File: src/phyreg_pkg.sv
// Constants shared by the transceiver control and status register block.
`default_nettype none
package phyreg_pkg;
  // --------------------------------------------------------------------
  // Register offsets on the management address space
  // --------------------------------------------------------------------
  localparam logic [4:0]  XCVR_CTRL_OFS    = 5'h19;
  localparam logic [4:0]  TENB_STATCTL_OFS = 5'h1a;
  // --------------------------------------------------------------------
  // Values after reset
  // --------------------------------------------------------------------
  localparam logic [15:0] XCVR_CTRL_RST    = 16'h8000;
  localparam logic [15:0] TENB_STATCTL_RST = 16'h0000;
  // --------------------------------------------------------------------
  // Field positions of the transceiver control register
  // --------------------------------------------------------------------
  localparam int XC_AUTO_XOVER_BIT  = 15;
  localparam int XC_FORCE_XOVER_BIT = 14;
  localparam int XC_PAUSE_RX_BIT    = 13;
  localparam int XC_PAUSE_TX_BIT    = 12;
  localparam int XC_AN_LINK100_BIT  = 11;
  localparam int XC_STRETCH_BYP_BIT = 7;
  localparam int XC_IND_CONFIG_BIT  = 5;
  localparam int XC_MGMT_ADDR_LSB   = 0;
  localparam int XC_MGMT_ADDR_W     = 5;
  // --------------------------------------------------------------------
  // Field positions of the 10 Mb/s status and control register
  // --------------------------------------------------------------------
  localparam int TS_LOW_THRESH_BIT  = 13;
  localparam int TS_SQUELCH_LSB     = 9;
  localparam int TS_SQUELCH_W       = 4;
  localparam int TS_LINK_PULSE_BIT  = 7;
  localparam int TS_POLARITY_BIT    = 4;
  localparam int TS_JABBER_OFF_BIT  = 0;
  // --------------------------------------------------------------------
  // Pause advertisement bits inside an advertisement register [11:10]
  // --------------------------------------------------------------------
  localparam int ADV_PAUSE_BIT      = 0;
  localparam int ADV_ASYM_BIT       = 1;
  // Cycles after reset release before the synchronised straps are taken.
  localparam logic [1:0] STRAP_SETTLE_CYC = 2'h3;
endpackage : phyreg_pkg
`default_nettype wire

File: src/phyreg_regs.sv
// Transceiver control and 10 Mb/s status/control registers.
`timescale 1ns/10ps
`default_nettype none
module phyreg_regs (
  input  wire logic        MCLK,
  input  wire logic        RESETN,
  // Management register access, already decoded from the serial frame.
  input  wire logic [4:0]  REG_ADDR,
  input  wire logic        REG_WR,
  input  wire logic        REG_RD,
  input  wire logic [15:0] REG_WDATA,
  output var  logic [15:0] REG_RDATA,
  output var  logic        REG_RVALID,
  // Strap pins, sampled once after reset release.
  input  wire logic        STRAP_AUTO_XOVER,
  input  wire logic [4:0]  STRAP_MGMT_ADDR,
  // Negotiation and link state from the core logic.
  input  wire logic [1:0]  LOCAL_PAUSE_ADV,
  input  wire logic [1:0]  PARTNER_PAUSE_ADV,
  input  wire logic        AN_COMPLETE,
  input  wire logic        HCD_FULL_DUPLEX,
  input  wire logic        LINK_UP,
  input  wire logic        SPEED_100,
  input  wire logic        POLARITY_INV_EVT,
  // Controls towards the core logic.
  output var  logic        AUTO_XOVER_EN,
  output var  logic        FORCE_XOVER,
  output var  logic        INDICATOR_STRETCH_BYPASS,
  output var  logic        INDICATOR_CONFIG,
  output var  logic        LOWER_RX_THRESHOLD,
  output var  logic [3:0]  SQUELCH_SEL,
  output var  logic        LINK_PULSE_TX_OFF,
  output var  logic        JABBER_OFF,
  output var  logic        PAUSE_RX_EN,
  output var  logic        PAUSE_TX_EN,
  output var  logic        AN_LINK100_FD,
  output var  logic        POLARITY_FLAG,
  output var  logic [4:0]  MGMT_ADDR
);
  // --------------------------------------------------------------------
  // Strap capture
  // --------------------------------------------------------------------
  logic [5:0] strap_s;
  logic [1:0] settle_q;
  logic       strap_take;

  phyreg_sync #(.W(6)) u_strap_sync (
    .MCLK   (MCLK),
    .RESETN (RESETN),
    .D      ({STRAP_AUTO_XOVER, STRAP_MGMT_ADDR}),
    .Q      (strap_s)
  );

  // Waits out the synchroniser so that the straps are valid when taken.
  always_ff @(posedge MCLK or negedge RESETN) begin
    if (!RESETN) begin
      settle_q <= 2'h0;
    end else if (settle_q != phyreg_pkg::STRAP_SETTLE_CYC) begin
      settle_q <= settle_q + 2'h1;
    end
  end

  assign strap_take = (settle_q == phyreg_pkg::STRAP_SETTLE_CYC - 2'h1);

  // --------------------------------------------------------------------
  // Write and read decode
  // --------------------------------------------------------------------
  logic wr_xc;
  logic wr_ts;
  logic rd_ts;

  assign wr_xc = REG_WR && (REG_ADDR == phyreg_pkg::XCVR_CTRL_OFS);
  assign wr_ts = REG_WR && (REG_ADDR == phyreg_pkg::TENB_STATCTL_OFS);
  assign rd_ts = REG_RD && (REG_ADDR == phyreg_pkg::TENB_STATCTL_OFS);

  // --------------------------------------------------------------------
  // Transceiver control fields
  // --------------------------------------------------------------------
  // A write in the strap cycle wins, so software keeps its override.
  always_ff @(posedge MCLK or negedge RESETN) begin
    if (!RESETN) begin
      AUTO_XOVER_EN <=
        phyreg_pkg::XCVR_CTRL_RST[phyreg_pkg::XC_AUTO_XOVER_BIT];
    end else if (wr_xc) begin
      AUTO_XOVER_EN <= REG_WDATA[phyreg_pkg::XC_AUTO_XOVER_BIT];
    end else if (strap_take) begin
      AUTO_XOVER_EN <= strap_s[5];
    end
  end

  always_ff @(posedge MCLK or negedge RESETN) begin
    if (!RESETN) begin
      MGMT_ADDR <= phyreg_pkg::XCVR_CTRL_RST[4:0];
    end else if (strap_take) begin
      MGMT_ADDR <= strap_s[4:0];
    end
  end

  always_ff @(posedge MCLK or negedge RESETN) begin
    if (!RESETN) begin
      FORCE_XOVER <=
        phyreg_pkg::XCVR_CTRL_RST[phyreg_pkg::XC_FORCE_XOVER_BIT];
      INDICATOR_STRETCH_BYPASS <=
        phyreg_pkg::XCVR_CTRL_RST[phyreg_pkg::XC_STRETCH_BYP_BIT];
      INDICATOR_CONFIG <=
        phyreg_pkg::XCVR_CTRL_RST[phyreg_pkg::XC_IND_CONFIG_BIT];
    end else if (wr_xc) begin
      FORCE_XOVER <= REG_WDATA[phyreg_pkg::XC_FORCE_XOVER_BIT];
      INDICATOR_STRETCH_BYPASS <=
        REG_WDATA[phyreg_pkg::XC_STRETCH_BYP_BIT];
      INDICATOR_CONFIG <= REG_WDATA[phyreg_pkg::XC_IND_CONFIG_BIT];
    end
  end

  // --------------------------------------------------------------------
  // Negotiated status
  // --------------------------------------------------------------------
  logic lp;
  logic la;
  logic rp;
  logic ra;
  logic fd_hcd;

  assign lp = LOCAL_PAUSE_ADV[phyreg_pkg::ADV_PAUSE_BIT];
  assign la = LOCAL_PAUSE_ADV[phyreg_pkg::ADV_ASYM_BIT];
  assign rp = PARTNER_PAUSE_ADV[phyreg_pkg::ADV_PAUSE_BIT];
  assign ra = PARTNER_PAUSE_ADV[phyreg_pkg::ADV_ASYM_BIT];
  assign fd_hcd = AN_COMPLETE && HCD_FULL_DUPLEX;

  // Registered so a read never sees a half-settled negotiation result.
  always_ff @(posedge MCLK or negedge RESETN) begin
    if (!RESETN) begin
      PAUSE_RX_EN   <= 1'b0;
      PAUSE_TX_EN   <= 1'b0;
      AN_LINK100_FD <= 1'b0;
    end else begin
      PAUSE_RX_EN   <= fd_hcd
                       && ((lp && rp) || (lp && la && !rp && ra));
      PAUSE_TX_EN   <= fd_hcd
                       && ((lp && rp) || (!lp && la && rp && ra));
      AN_LINK100_FD <= AN_COMPLETE && HCD_FULL_DUPLEX && LINK_UP
                       && SPEED_100;
    end
  end

  // --------------------------------------------------------------------
  // 10 Mb/s status and control fields
  // --------------------------------------------------------------------
  logic jabber_off_q;

  always_ff @(posedge MCLK or negedge RESETN) begin
    if (!RESETN) begin
      LOWER_RX_THRESHOLD <=
        phyreg_pkg::TENB_STATCTL_RST[phyreg_pkg::TS_LOW_THRESH_BIT];
      SQUELCH_SEL <= phyreg_pkg::TENB_STATCTL_RST[12:9];
      LINK_PULSE_TX_OFF <=
        phyreg_pkg::TENB_STATCTL_RST[phyreg_pkg::TS_LINK_PULSE_BIT];
      jabber_off_q <=
        phyreg_pkg::TENB_STATCTL_RST[phyreg_pkg::TS_JABBER_OFF_BIT];
    end else if (wr_ts) begin
      LOWER_RX_THRESHOLD <= REG_WDATA[phyreg_pkg::TS_LOW_THRESH_BIT];
      SQUELCH_SEL <= REG_WDATA[phyreg_pkg::TS_SQUELCH_LSB +:
                               phyreg_pkg::TS_SQUELCH_W];
      LINK_PULSE_TX_OFF <= REG_WDATA[phyreg_pkg::TS_LINK_PULSE_BIT];
      jabber_off_q <= REG_WDATA[phyreg_pkg::TS_JABBER_OFF_BIT];
    end
  end

  // At 100 Mb/s the jabber function is not used, so the bit has no effect.
  assign JABBER_OFF = jabber_off_q && !SPEED_100;

  // One flag serves both the status register bit and its mirror; a new
  // event in the clearing read cycle is kept.
  always_ff @(posedge MCLK or negedge RESETN) begin
    if (!RESETN) begin
      POLARITY_FLAG <= 1'b0;
    end else if (POLARITY_INV_EVT) begin
      POLARITY_FLAG <= 1'b1;
    end else if (rd_ts) begin
      POLARITY_FLAG <= 1'b0;
    end
  end

  // --------------------------------------------------------------------
  // Read data
  // --------------------------------------------------------------------
  logic [15:0] xc_view;
  logic [15:0] ts_view;

  always_comb begin
    xc_view = 16'h0000;
    xc_view[phyreg_pkg::XC_AUTO_XOVER_BIT]  = AUTO_XOVER_EN;
    xc_view[phyreg_pkg::XC_FORCE_XOVER_BIT] = FORCE_XOVER;
    xc_view[phyreg_pkg::XC_PAUSE_RX_BIT]    = PAUSE_RX_EN;
    xc_view[phyreg_pkg::XC_PAUSE_TX_BIT]    = PAUSE_TX_EN;
    xc_view[phyreg_pkg::XC_AN_LINK100_BIT]  = AN_LINK100_FD;
    xc_view[phyreg_pkg::XC_STRETCH_BYP_BIT] = INDICATOR_STRETCH_BYPASS;
    xc_view[phyreg_pkg::XC_IND_CONFIG_BIT]  = INDICATOR_CONFIG;
    xc_view[phyreg_pkg::XC_MGMT_ADDR_LSB +: phyreg_pkg::XC_MGMT_ADDR_W] =
      MGMT_ADDR;
  end

  always_comb begin
    ts_view = 16'h0000;
    ts_view[phyreg_pkg::TS_LOW_THRESH_BIT] = LOWER_RX_THRESHOLD;
    ts_view[phyreg_pkg::TS_SQUELCH_LSB +: phyreg_pkg::TS_SQUELCH_W] =
      SQUELCH_SEL;
    ts_view[phyreg_pkg::TS_LINK_PULSE_BIT] = LINK_PULSE_TX_OFF;
    ts_view[phyreg_pkg::TS_POLARITY_BIT]   = POLARITY_FLAG;
    ts_view[phyreg_pkg::TS_JABBER_OFF_BIT] = jabber_off_q;
  end

  always_ff @(posedge MCLK or negedge RESETN) begin
    if (!RESETN) begin
      REG_RDATA  <= 16'h0000;
      REG_RVALID <= 1'b0;
    end else begin
      REG_RVALID <= REG_RD;
      if (REG_RD) begin
        case (REG_ADDR)
          phyreg_pkg::XCVR_CTRL_OFS:    REG_RDATA <= xc_view;
          phyreg_pkg::TENB_STATCTL_OFS: REG_RDATA <= ts_view;
          default:                      REG_RDATA <= 16'h0000;
        endcase
      end
    end
  end
endmodule : phyreg_regs
`default_nettype wire

File: src/phyreg_sync.sv
// Two flip-flop synchroniser for a group of pin levels.
`timescale 1ns/10ps
`default_nettype none
module phyreg_sync #(
  parameter int W = 1
) (
  input  wire logic         MCLK,
  input  wire logic         RESETN,
  input  wire logic [W-1:0] D,
  output var  logic [W-1:0] Q
);
  logic [W-1:0] meta_q;

  // The first stage feeds only the second stage.
  always_ff @(posedge MCLK or negedge RESETN) begin
    if (!RESETN) begin
      meta_q <= '0;
      Q      <= '0;
    end else begin
      meta_q <= D;
      Q      <= meta_q;
    end
  end
endmodule : phyreg_sync
`default_nettype wire

File: config.mk
export PLATFORM = sky130hd
export DESIGN_NAME = phyreg_regs
export DESIGN_NICKNAME = d
export VERILOG_FILES = /design/src/phyreg_pkg.sv /design/src/phyreg_regs.sv /design/src/phyreg_sync.sv
export SDC_FILE = /design/constraint.sdc
export NUM_CORES = 1
export LEC_CHECK = 0
export ABC_AREA = 1
export CAP_MARGIN = 20
export CELL_PAD_IN_SITES_DETAIL_PLACEMENT = 0
export CELL_PAD_IN_SITES_GLOBAL_PLACEMENT = 1
export CORE_UTILIZATION = 41
export CTS_CLUSTER_SIZE = 8
export DETAILED_ROUTE_END_ITERATION = 7
export DONT_BUFFER_PORTS = 1
export PLACE_DENSITY_LB_ADDON = 0.1
export SLEW_MARGIN = 20
export SYNTH_ARGS = -nofsm -noshare
export SYNTH_HDL_FRONTEND = slang
export SYNTH_SLANG_ARGS = --single-unit
File: constraint.sdc
create_clock -name MCLK -period 1.3 [get_ports MCLK]
set_clock_uncertainty 0.2 [all_clocks]
set_input_delay 0.325 -clock MCLK [delete_from_list [all_inputs] [get_ports MCLK]]
set_output_delay 0.325 -clock MCLK [all_outputs]
set_load 0.1 [all_outputs]
# After elaboration in Yosys (flattened, before gate mapping)
# Index checks and enable logic that the tools add are counted.
[totals] output_inout_bits=37 mem_count=0 ff_bits=51 romBits=0 input_bits=40 ram_bits=0 wordCells=51 latchBits=0
[op_classes] shifts=0 add_sub_neg=1 eq_ne=4 multipliers=0 n_reduce_logical=23 n_div=0 bitwise_logic=0 order_cmp=0 mux=5
[op_table] operator="16-bit case mux with 2 select lines" n=1
[op_table] operator="1-bit logical AND" n=16
[op_table] operator="5-bit equality test, second input constant" n=2
[op_table] operator="1-bit 2-to-1 mux" n=4
[op_table] operator="2-bit nonzero test" n=2
[op_table] operator="1-bit zero test" n=3
[op_table] operator="2-bit by 1-bit adder with 2-bit output, second input constant" n=1
[op_table] operator="2-bit equality test, second input constant" n=1
[op_table] operator="1-bit logical OR" n=2
[op_table] operator="2-bit != test, second input constant" n=1

# Depth between registers and ports, before layout
# Gate-level depths: netlist of the first run.
[depth] word_depth=6 ltp_mapped=7 ltp_nobuf=6

# Modules after synthesis
# Synthesis of the first run repeated with hierarchy kept, for this count alone.
[hier_totals] hier_cells=190 area_unflattened_um2=1916.8
[modules_own_cells] mod="phyreg_regs" cells_each=178 seq_area_each_um2=927.1 area_per_inst_um2=1616.6 n_inst=1
[modules_own_cells] mod="phyreg_sync" cells_each=12 seq_area_each_um2=300.3 area_per_inst_um2=300.3 n_inst=1

# Worst setup path before layout of the first run
# Ideal clock, no wire load.
[synth_path] path_kind="register to output" startpoint="reg jabber_off_q" endpoint="out JABBER_OFF" required_ps=775 arrival_time_ps=1637 setup_slack_ps=-862 n_path_buf=0 stages_incl_launch_ff=3 path_cell_list="dfrtp_1 inv_1 nor2_1"
[synth_via] elab_chain_len=1
[synth_lines] element="start, declared" line_no="phyreg_regs.sv:149" rtl="logic jabber_off_q;"
[synth_lines] element="start signal, assigned" line_no="phyreg_regs.sv:158" rtl="jabber_off_q <="
[synth_lines] element="start signal, assigned" line_no="phyreg_regs.sv:165" rtl="jabber_off_q <= REG_WDATA[phyreg_pkg::TS_JABBER_OFF_BIT];"
[synth_lines] element="1-bit logical AND" line_no="phyreg_regs.sv:170" rtl="assign JABBER_OFF = jabber_off_q && !SPEED_100;"
[synth_lines] element="end, declared" line_no="phyreg_regs.sv:33" rtl="output var logic JABBER_OFF,"
# Every way passes these cells.

# Final worst setup path of the first run
[layout_path] startpoint="reg AUTO_XOVER_EN" endpoint="out AUTO_XOVER_EN"
[layout_rtl] element="start, declared" line_no="phyreg_regs.sv:26" rtl="output var logic AUTO_XOVER_EN,"
[layout_rtl] element="start signal, assigned" line_no="phyreg_regs.sv:82" rtl="AUTO_XOVER_EN <="
[layout_rtl] element="start signal, assigned" line_no="phyreg_regs.sv:85" rtl="AUTO_XOVER_EN <= REG_WDATA[phyreg_pkg::XC_AUTO_XOVER_BIT];"
[layout_rtl] element="start signal, assigned" line_no="phyreg_regs.sv:87" rtl="AUTO_XOVER_EN <= strap_s[5];"
# No word-level cell between the ends.

==> key figures, run 1 <==
Cells and area
  • Filler cells: approximately 340
  • Final std cells w/o fill: 303
  • Layout cells sized above 1: 0.367
  • Layout area overhead: 53.7%
  • Ant diodes: 0
  • Final nets: around 290
  • Util after Layout: 0.668

Synth
  • Primary FF master, synth: dfrtp_1
  • Post-synthesis cell area: 1920 µm²
  • Syn avg cell area: 10.1 µm²
  • Area share of the largest cell type after synthesis: 0.627
  • Synth area leaders: dfrtp_1 63%, nand2_1 13%, nand3_1 8.6%, mux2_2 2.9%, inv_1 2.7%
  • Cells after synthesis: between 150 and 200
  • Yosys top cell by area: dfrtp_1
  • Synth top cells by count: 65 x nand2_1, 48 x dfrtp_1, 33 x nand3_1
  • Asr flop ratio synth: 1.00
  • Register bit count reported by yosys: 49
  • Synth warn: 0
  • Sequential area share after synthesis: 0.640
  • EDFF count, synth: 0
  • Distinct cells, synth: 18
  • Leading cell type by number of instances after synthesis: nand2_1

Routing
  • Total Wirelength: around 4.6 mm
  • Wire per inst: 15.1 µm
  • Antenna Nets Post-Route: 0
  • Via density per instance: 4.95
  • DR iter-0 viols: 106
  • DR vias: between 1000 and 1500
  • First-pass DRT Iterations: 4
  • Residual DRC count: 0

Status
  • Status: complete, but fails checks
  • Failing checks: negative hold slack, negative setup slack

Placement
  • Dpl cells: 260
  • Port Buffers: 0
  • Final Wtd Congestion: 0.775
  • Detailed Place HPWL: roughly 2.9 mm

Timing
  • Max transition margin: 0.556
  • Final critical-path share of the clock period: 1.26
  • Worst Tran Pin Value: 0.666 ns
  • Hold Worst Slack: -0.496 ns
  • Fmax achieved: 613 MHz
  • RSZ-0062 raised after global routing: true
  • Minimum clock period: 1.63 ns
  • Fin. max-slew vios: 0
  • Setup WS post-layout: -0.332 ns
  • Final hold vios: 49
  • Final setup viols: 39

Pwr
  • Worst VDD drop: ~0.9 mV
  • Total power: 0.00399 W
  • Leak: around 1.4 nW
  • Pwr dens: 1350 nW/µm²

Clock network
  • Reg clk slew, reported paths: 0.09 ns
  • Root Buffer: clkbuf_8
  • Maximum level of the CTS H-tree: 2
  • TritonCTS clock tree: yes
  • CTS Buf Count: 5
  • Hold_buf cts: 25
  • Clock buffer depth: 2
  • Worst-skew pair later-pin latency: 0.30 ns
  • CTS sink cnt: 49

Hold path
  • Hold WC Path Type: in2async

Floorplan
  • Starting Density: 0.434
  • Die width: about 70 µm
  • Die height: around 70 µm
  • Core Region: 4410 µm²
  • Ports: 77
  • DIE AREA: 4950 µm²
  • Row cnt: 24

Worst setup path
  • Worst reg2reg path depth: 3
  • Req. time, crit path: 0.77 ns
  • CP Capture Type: output pin
  • CP bufs+invs: 1
  • Reg2reg end: MGMT_ADDR[4]
  • Worst stage delay on the critical path: 0.64 ns
  • CP Launch Type: register
  • Family with the most delay on the worst path: flip-flops
  • WP data arrival: 1.11 ns
  • Crit-path max FO: 2
  • Crit path max-delay cell type: dfstp_4
  • Critical path class: reg2out
  • Flop2flop setup slack: -0.01 ns
  • Crit-path cells: buf_12
  • Reg2reg start: settle_q[0]

GRT
  • Initial antenna violation count: 0
  • Vias in the first global route: 1536
  • First-pass GRT wire length: 7.40 mm
  • Total grt overflow: 0
  • Pin count of the biggest net entering global routing: 50
  • GR Util All Layers: 0.195

Run
  • Max Cap Violations: 0
==> state kept, by name, indices dropped and copies added (netlist names), 2 cells and up <==
register	cells
REG_RDATA	14
MGMT_ADDR	5
SQUELCH_SEL	4
settle_q	2
u_strap_sync.meta_q	6
u_strap_sync.Q	6
==> worst max-delay path by stage <==
stage | slack (ns) | depth (start not counted) | endpoint | startpoint
after floorplan | -0.1 | 2 | JABBER_OFF | jabber_off_q
after global placement | -0.06 | 3 | MGMT_ADDR[1] | settle_q[0]
after detailed placement | -0.07 | 3 | MGMT_ADDR[2] | settle_q[0]
after CTS | -0.34 | 1 | AUTO_XOVER_EN | AUTO_XOVER_EN
after global routing | -0.36 | 1 | AUTO_XOVER_EN | AUTO_XOVER_EN
final | -0.33 | 1 | AUTO_XOVER_EN | AUTO_XOVER_EN
==> power breakdown <==
group	leakage (nW)	total (W)	internal (W)	switching (W)
sequential	0.563	0.00205	0.00166	0.000387
combinational	0.779	0.000807	0.000322	0.000485
clock	0.0574	0.00113	0.000626	0.000504
==> cell usage in the layout, fill, tap and decap left out <==
cell type       count
nor2_1              1
nand2_2             1
dlygate4sd3_1      23
ha_1                1
inv_2               3
dfrtp_4            16
dlymetal6s4s_1      2
dfrtp_1            15
o21ai_0             1
xnor2_1             1
buf_12             20
conb_1              2
mux2_4              5
o21ai_2             1
nand2_1            65
nor2_4              3
bufinv_16           1
nor3b_1             2
clkbuf_8            6
dfstp_4             1
a21oi_1             2
nand3_1            33
inv_1              11
ha_4                1
clkinvlp_4          1
buf_4              16
dfrtp_2            17
==> per-stage QoR <==
stage	TNS (ns)	cell area (µm²)	setup WS [ns]
2_1_floorplan	-0.296	2000	-0.0964
3_3_place_gp	-0.280	2440	-0.0561
3_5_place_dp	-0.364	2440	-0.0685
4_1_cts	-8.49	2910	-0.340
5_1_grt	-6.23	2950	-0.360
6_report	-5.34	2950	-0.332
==> cells by family after synthesis <==
family	share of synthesized area
xor+xnor	0.00457
compound gates	0.0104
buf+inv	0.0600
mux	0.0294
flops	0.640
other cells	0.00196
fa+ha+maj	0.0131
simple gates	0.240
==> per-layer routing <==
layer  wire (µm)  global-route usage  up-vias  share of wire
met2        2410               0.349       62           0.53
met3         258              0.0563        5          0.056
met5           0                   0        -              0
met4          38              0.0444        0         0.0083
li1            -                   -      714              -
met1        1860               0.230      718           0.41
==> area by class of cell <==
class / count / area (µm²) / share of cell area
clock buffers: 6 / 82.6 / 0.0280
clock inverters: 2 / 37.5 / 0.0127
inverters: 14 / 52.6 / 0.0178
multi-input cells: 119 / 621 / 0.211
flip-flops and latches: 49 / 1310 / 0.445
well taps: 52 / 65.1 / 0.0221
repair buffers: 61 / 776 / 0.263
==> repair_timing <==
item                                    4_1_cts  5_1_grt
cloned                                        0        0
endpoints found under the setup margin       41       67
pin swaps                                     0        0
hold endpoints to repair                     85       49
gates resized for setup                      19        3
setup buffers                                 6        4
No activity file was read; power rests on OpenSTA's default activity.
==> run 2, diff against run 1 <==
- PLACE_DENSITY_LB_ADDON: 0.1 -> 0.25
==> run 2 against run 1 <==
Net effect:
- the flow still finishes with violations (negative hold slack, negative setup slack)
- first-iteration DRC count is 8.5% lower
- cell area is 5.7% lower
- clock-buffer cell count is 1 lower
- combinational power is 16% lower
- sequential share of layout area is 3.2 points higher
==> key figures, run 2 (synthesis results as in run 1) <==
Status
  • Status: complete, but fails checks
  • Failing checks: negative hold slack, negative setup slack

Timing
  • Fin. max-slew vios: 0 (unchanged)
  • RSZ-0062 raised after global routing: true
  • Minimum clock period: 1.64 ns (+0.00382 ns)
  • Setup WS post-layout: -0.336 ns (-0.00382 ns)
  • Worst Tran Pin Value: 0.680 ns (+0.0134 ns)
  • Fmax achieved: 611 MHz (-0.23%)
  • Final setup viols: 37 (-5.1%)
  • Max transition margin: 0.547 (-0.00895)
  • Final critical-path share of the clock period: 1.26 (+0.00294)
  • Hold Worst Slack: -0.493 ns (+0.00248 ns)
  • Final hold vios: 49 (unchanged)

Clock network
  • Hold_buf cts: 24 (-4.0%)
  • CTS sink cnt: 49 (unchanged)
  • Worst-skew pair later-pin latency: 0.30 ns (about the same)
  • CTS Buf Count: 5 (unchanged)
  • TritonCTS clock tree: yes
  • Reg clk slew, reported paths: 0.09 ns (about the same)
  • Clock buffer depth: 2 (unchanged)
  • Root Buffer: clkbuf_8
  • Maximum level of the CTS H-tree: 2 (unchanged)

Pwr
  • Share of power burned in registers: 0.577 (+0.063)
  • Clk network pwr share: 0.240 (-0.043)
  • Psw: 0.00137 W (-0.40%)
  • Proportion of power drawn by combinational gates: 0.183 (-0.019)
  • Leak: 1.32 nW (-5.5%)
  • Worst VDD drop: 0.907 mV (+1.7%)
  • Total power: 0.00368 W (-7.8%)
  • Switching Share: 0.373 (+0.0277)
  • Pint: 0.00231 W (-12%)
  • Pwr dens: 1320 nW/µm² (-2.2%)

Cells and area
  • Design Area, Final: 2780 µm² (-5.7%)
  • Commonest non-fill, non-tap cell in the layout: nand2_1
  • Most frequent cells in the layout: 64 x nand2_1, 33 x nand3_1, 22 x dlygate4sd3_1, 21 x dfrtp_4, 16 x buf_4
  • Filler cells: 362 (+5.8%)
  • Largest Register: REG_RDATA
  • Final std cells w/o fill: 295 (-2.6%)
  • Layout area overhead: 44.9%
  • Layout cells sized above 1: 0.354 (-0.0126)
  • Ant diodes: 0 (unchanged)
  • Largest register FFs: 14 (unchanged)
  • Top Registers: REG_RDATA x14, u_strap_sync.Q x6, u_strap_sync.meta_q x6
  • Final nets: 284 (-2.7%)

Routing
  • DR iter-0 viols: 97 (-8.5%)
  • Via density per instance: 5.07 (+2.4%)
  • First-pass DRT Iterations: 4 (unchanged)
  • Antenna Nets Post-Route: 0 (unchanged)
  • DR vias: 1495 (-0.27%)
  • Total Wirelength: 4.51 mm (-1.2%)
  • Residual DRC count: 0 (unchanged)
  • Wire per inst: 15.3 µm (+1.5%)

GRT
  • First-pass GRT wire length: 7.33 mm (-0.93%)
  • Initial antenna violation count: 0 (unchanged)
  • GR Util All Layers: 0.194 (-0.00180)
  • Vias in the first global route: 1586 (+3.3%)
  • Pin count of the biggest net entering global routing: 50 (unchanged)
  • Total grt overflow: 0 (unchanged)

Placement
  • Dpl cells: 257 (-1.2%)
  • DP Area: 2330 µm² (-4.5%)
  • Port Buffers: 0 (unchanged)
  • Final Wtd Congestion: 0.796 (+2.7%)
  • Placement Setup Slack: -0.0766 ns (-0.00815 ns)
  • Detailed Place HPWL: 2.91 mm (+0.38%)

Floorplan
  • DIE AREA: 4950 µm² (unchanged)
  • Die width: 70.4 µm (unchanged)
  • Core Region: 4410 µm² (unchanged)
  • Row cnt: 24 (unchanged)
  • Starting Density: 0.434 (unchanged)
  • Die height: 70.4 µm (unchanged)
  • Ports: 77 (unchanged)

Worst setup path
  • Flop2flop setup slack: -0.04 ns (-0.03 ns)
  • Critical path class: reg2out
  • Worst reg2reg path depth: 4 (+1)
  • Critical Path Stages: 0 (-1)
  • CP Launch Type: register
  • Req. time, crit path: 0.77 ns (about the same)
  • Reg2reg end: AUTO_XOVER_EN
  • WP data arrival: 1.11 ns (about the same)
  • Reg2reg start: AUTO_XOVER_EN
  • CP Capture Type: output pin
  • Crit-path max FO: 3 (+1)

Run
  • Max Cap Violations: 0 (unchanged)

Hold path
  • Hold WC Path Type: in2async
[run 2: cell count changes in the layout (fill, tap and decap cells not counted), sizes merged]
cell	before	now
clkinv	0	2
dlygate4sd3	23	22
clkbuf	6	5
bufinv	1	0
buf	36	29
[run 2: stage by stage]
stage,setup TNS (ns),hold slack [ns],utilization
after floorplan,-0.296,-0.171,-
after global routing,-6.52,-0.513,0.629
final,-5.41,-0.493,0.629
after detailed placement,-0.366,-0.169,0.528
after global placement,-0.212,-0.169,0.528
after CTS,-8.52,-0.499,0.627
[run 2: cell type report]
class | instances | area (µm²) | share of cell area
Sequential cell | 49 | 1330 | 0.477
Timing Repair Buffer | 53 | 626 | 0.225
Multi-Input combinational cell | 119 | 623 | 0.224
Clock buffer | 5 | 68.8 | 0.0248
Tap cell | 52 | 65.1 | 0.0234
Inverter | 14 | 52.6 | 0.0189
Clock inverter | 3 | 17.5 | 0.00631
[run 2: worst max-delay path by stage]
stage,start,end
2_1_floorplan,jabber_off_q,JABBER_OFF
3_3_place_gp,settle_q[0],MGMT_ADDR[3]
3_5_place_dp,settle_q[0],MGMT_ADDR[1]
4_1_cts,AUTO_XOVER_EN,AUTO_XOVER_EN
5_1_grt,AUTO_XOVER_EN,AUTO_XOVER_EN
6_report,AUTO_XOVER_EN,AUTO_XOVER_EN
[run 2: repair_timing]
action	in CTS	in global routing
endpoints found under the setup margin	42	66
resized for setup	24	4
cloned	0	0
endpoints found under the hold margin	84	49
setup buffers	6	0
[run 2: metal layers]
layer,vias up,share of wire,global-route usage
li1,695,-,-
met1,713,0.41,0.238
met2,76,0.50,0.314
met3,11,0.068,0.0519
met4,0,0.023,0.0933
met5,-,0,0
[run 2: power groups by stage]
stage	Clock [W]	Combinational, W	Sequential [W]
after floorplan	0	0.000178	0.00232
after global placement	0	0.000554	0.00213
after detailed placement	0	0.000565	0.00213
after CTS	0.000895	0.000669	0.00212
after global routing	0.000966	0.000705	0.00213
final	0.000881	0.000674	0.00212
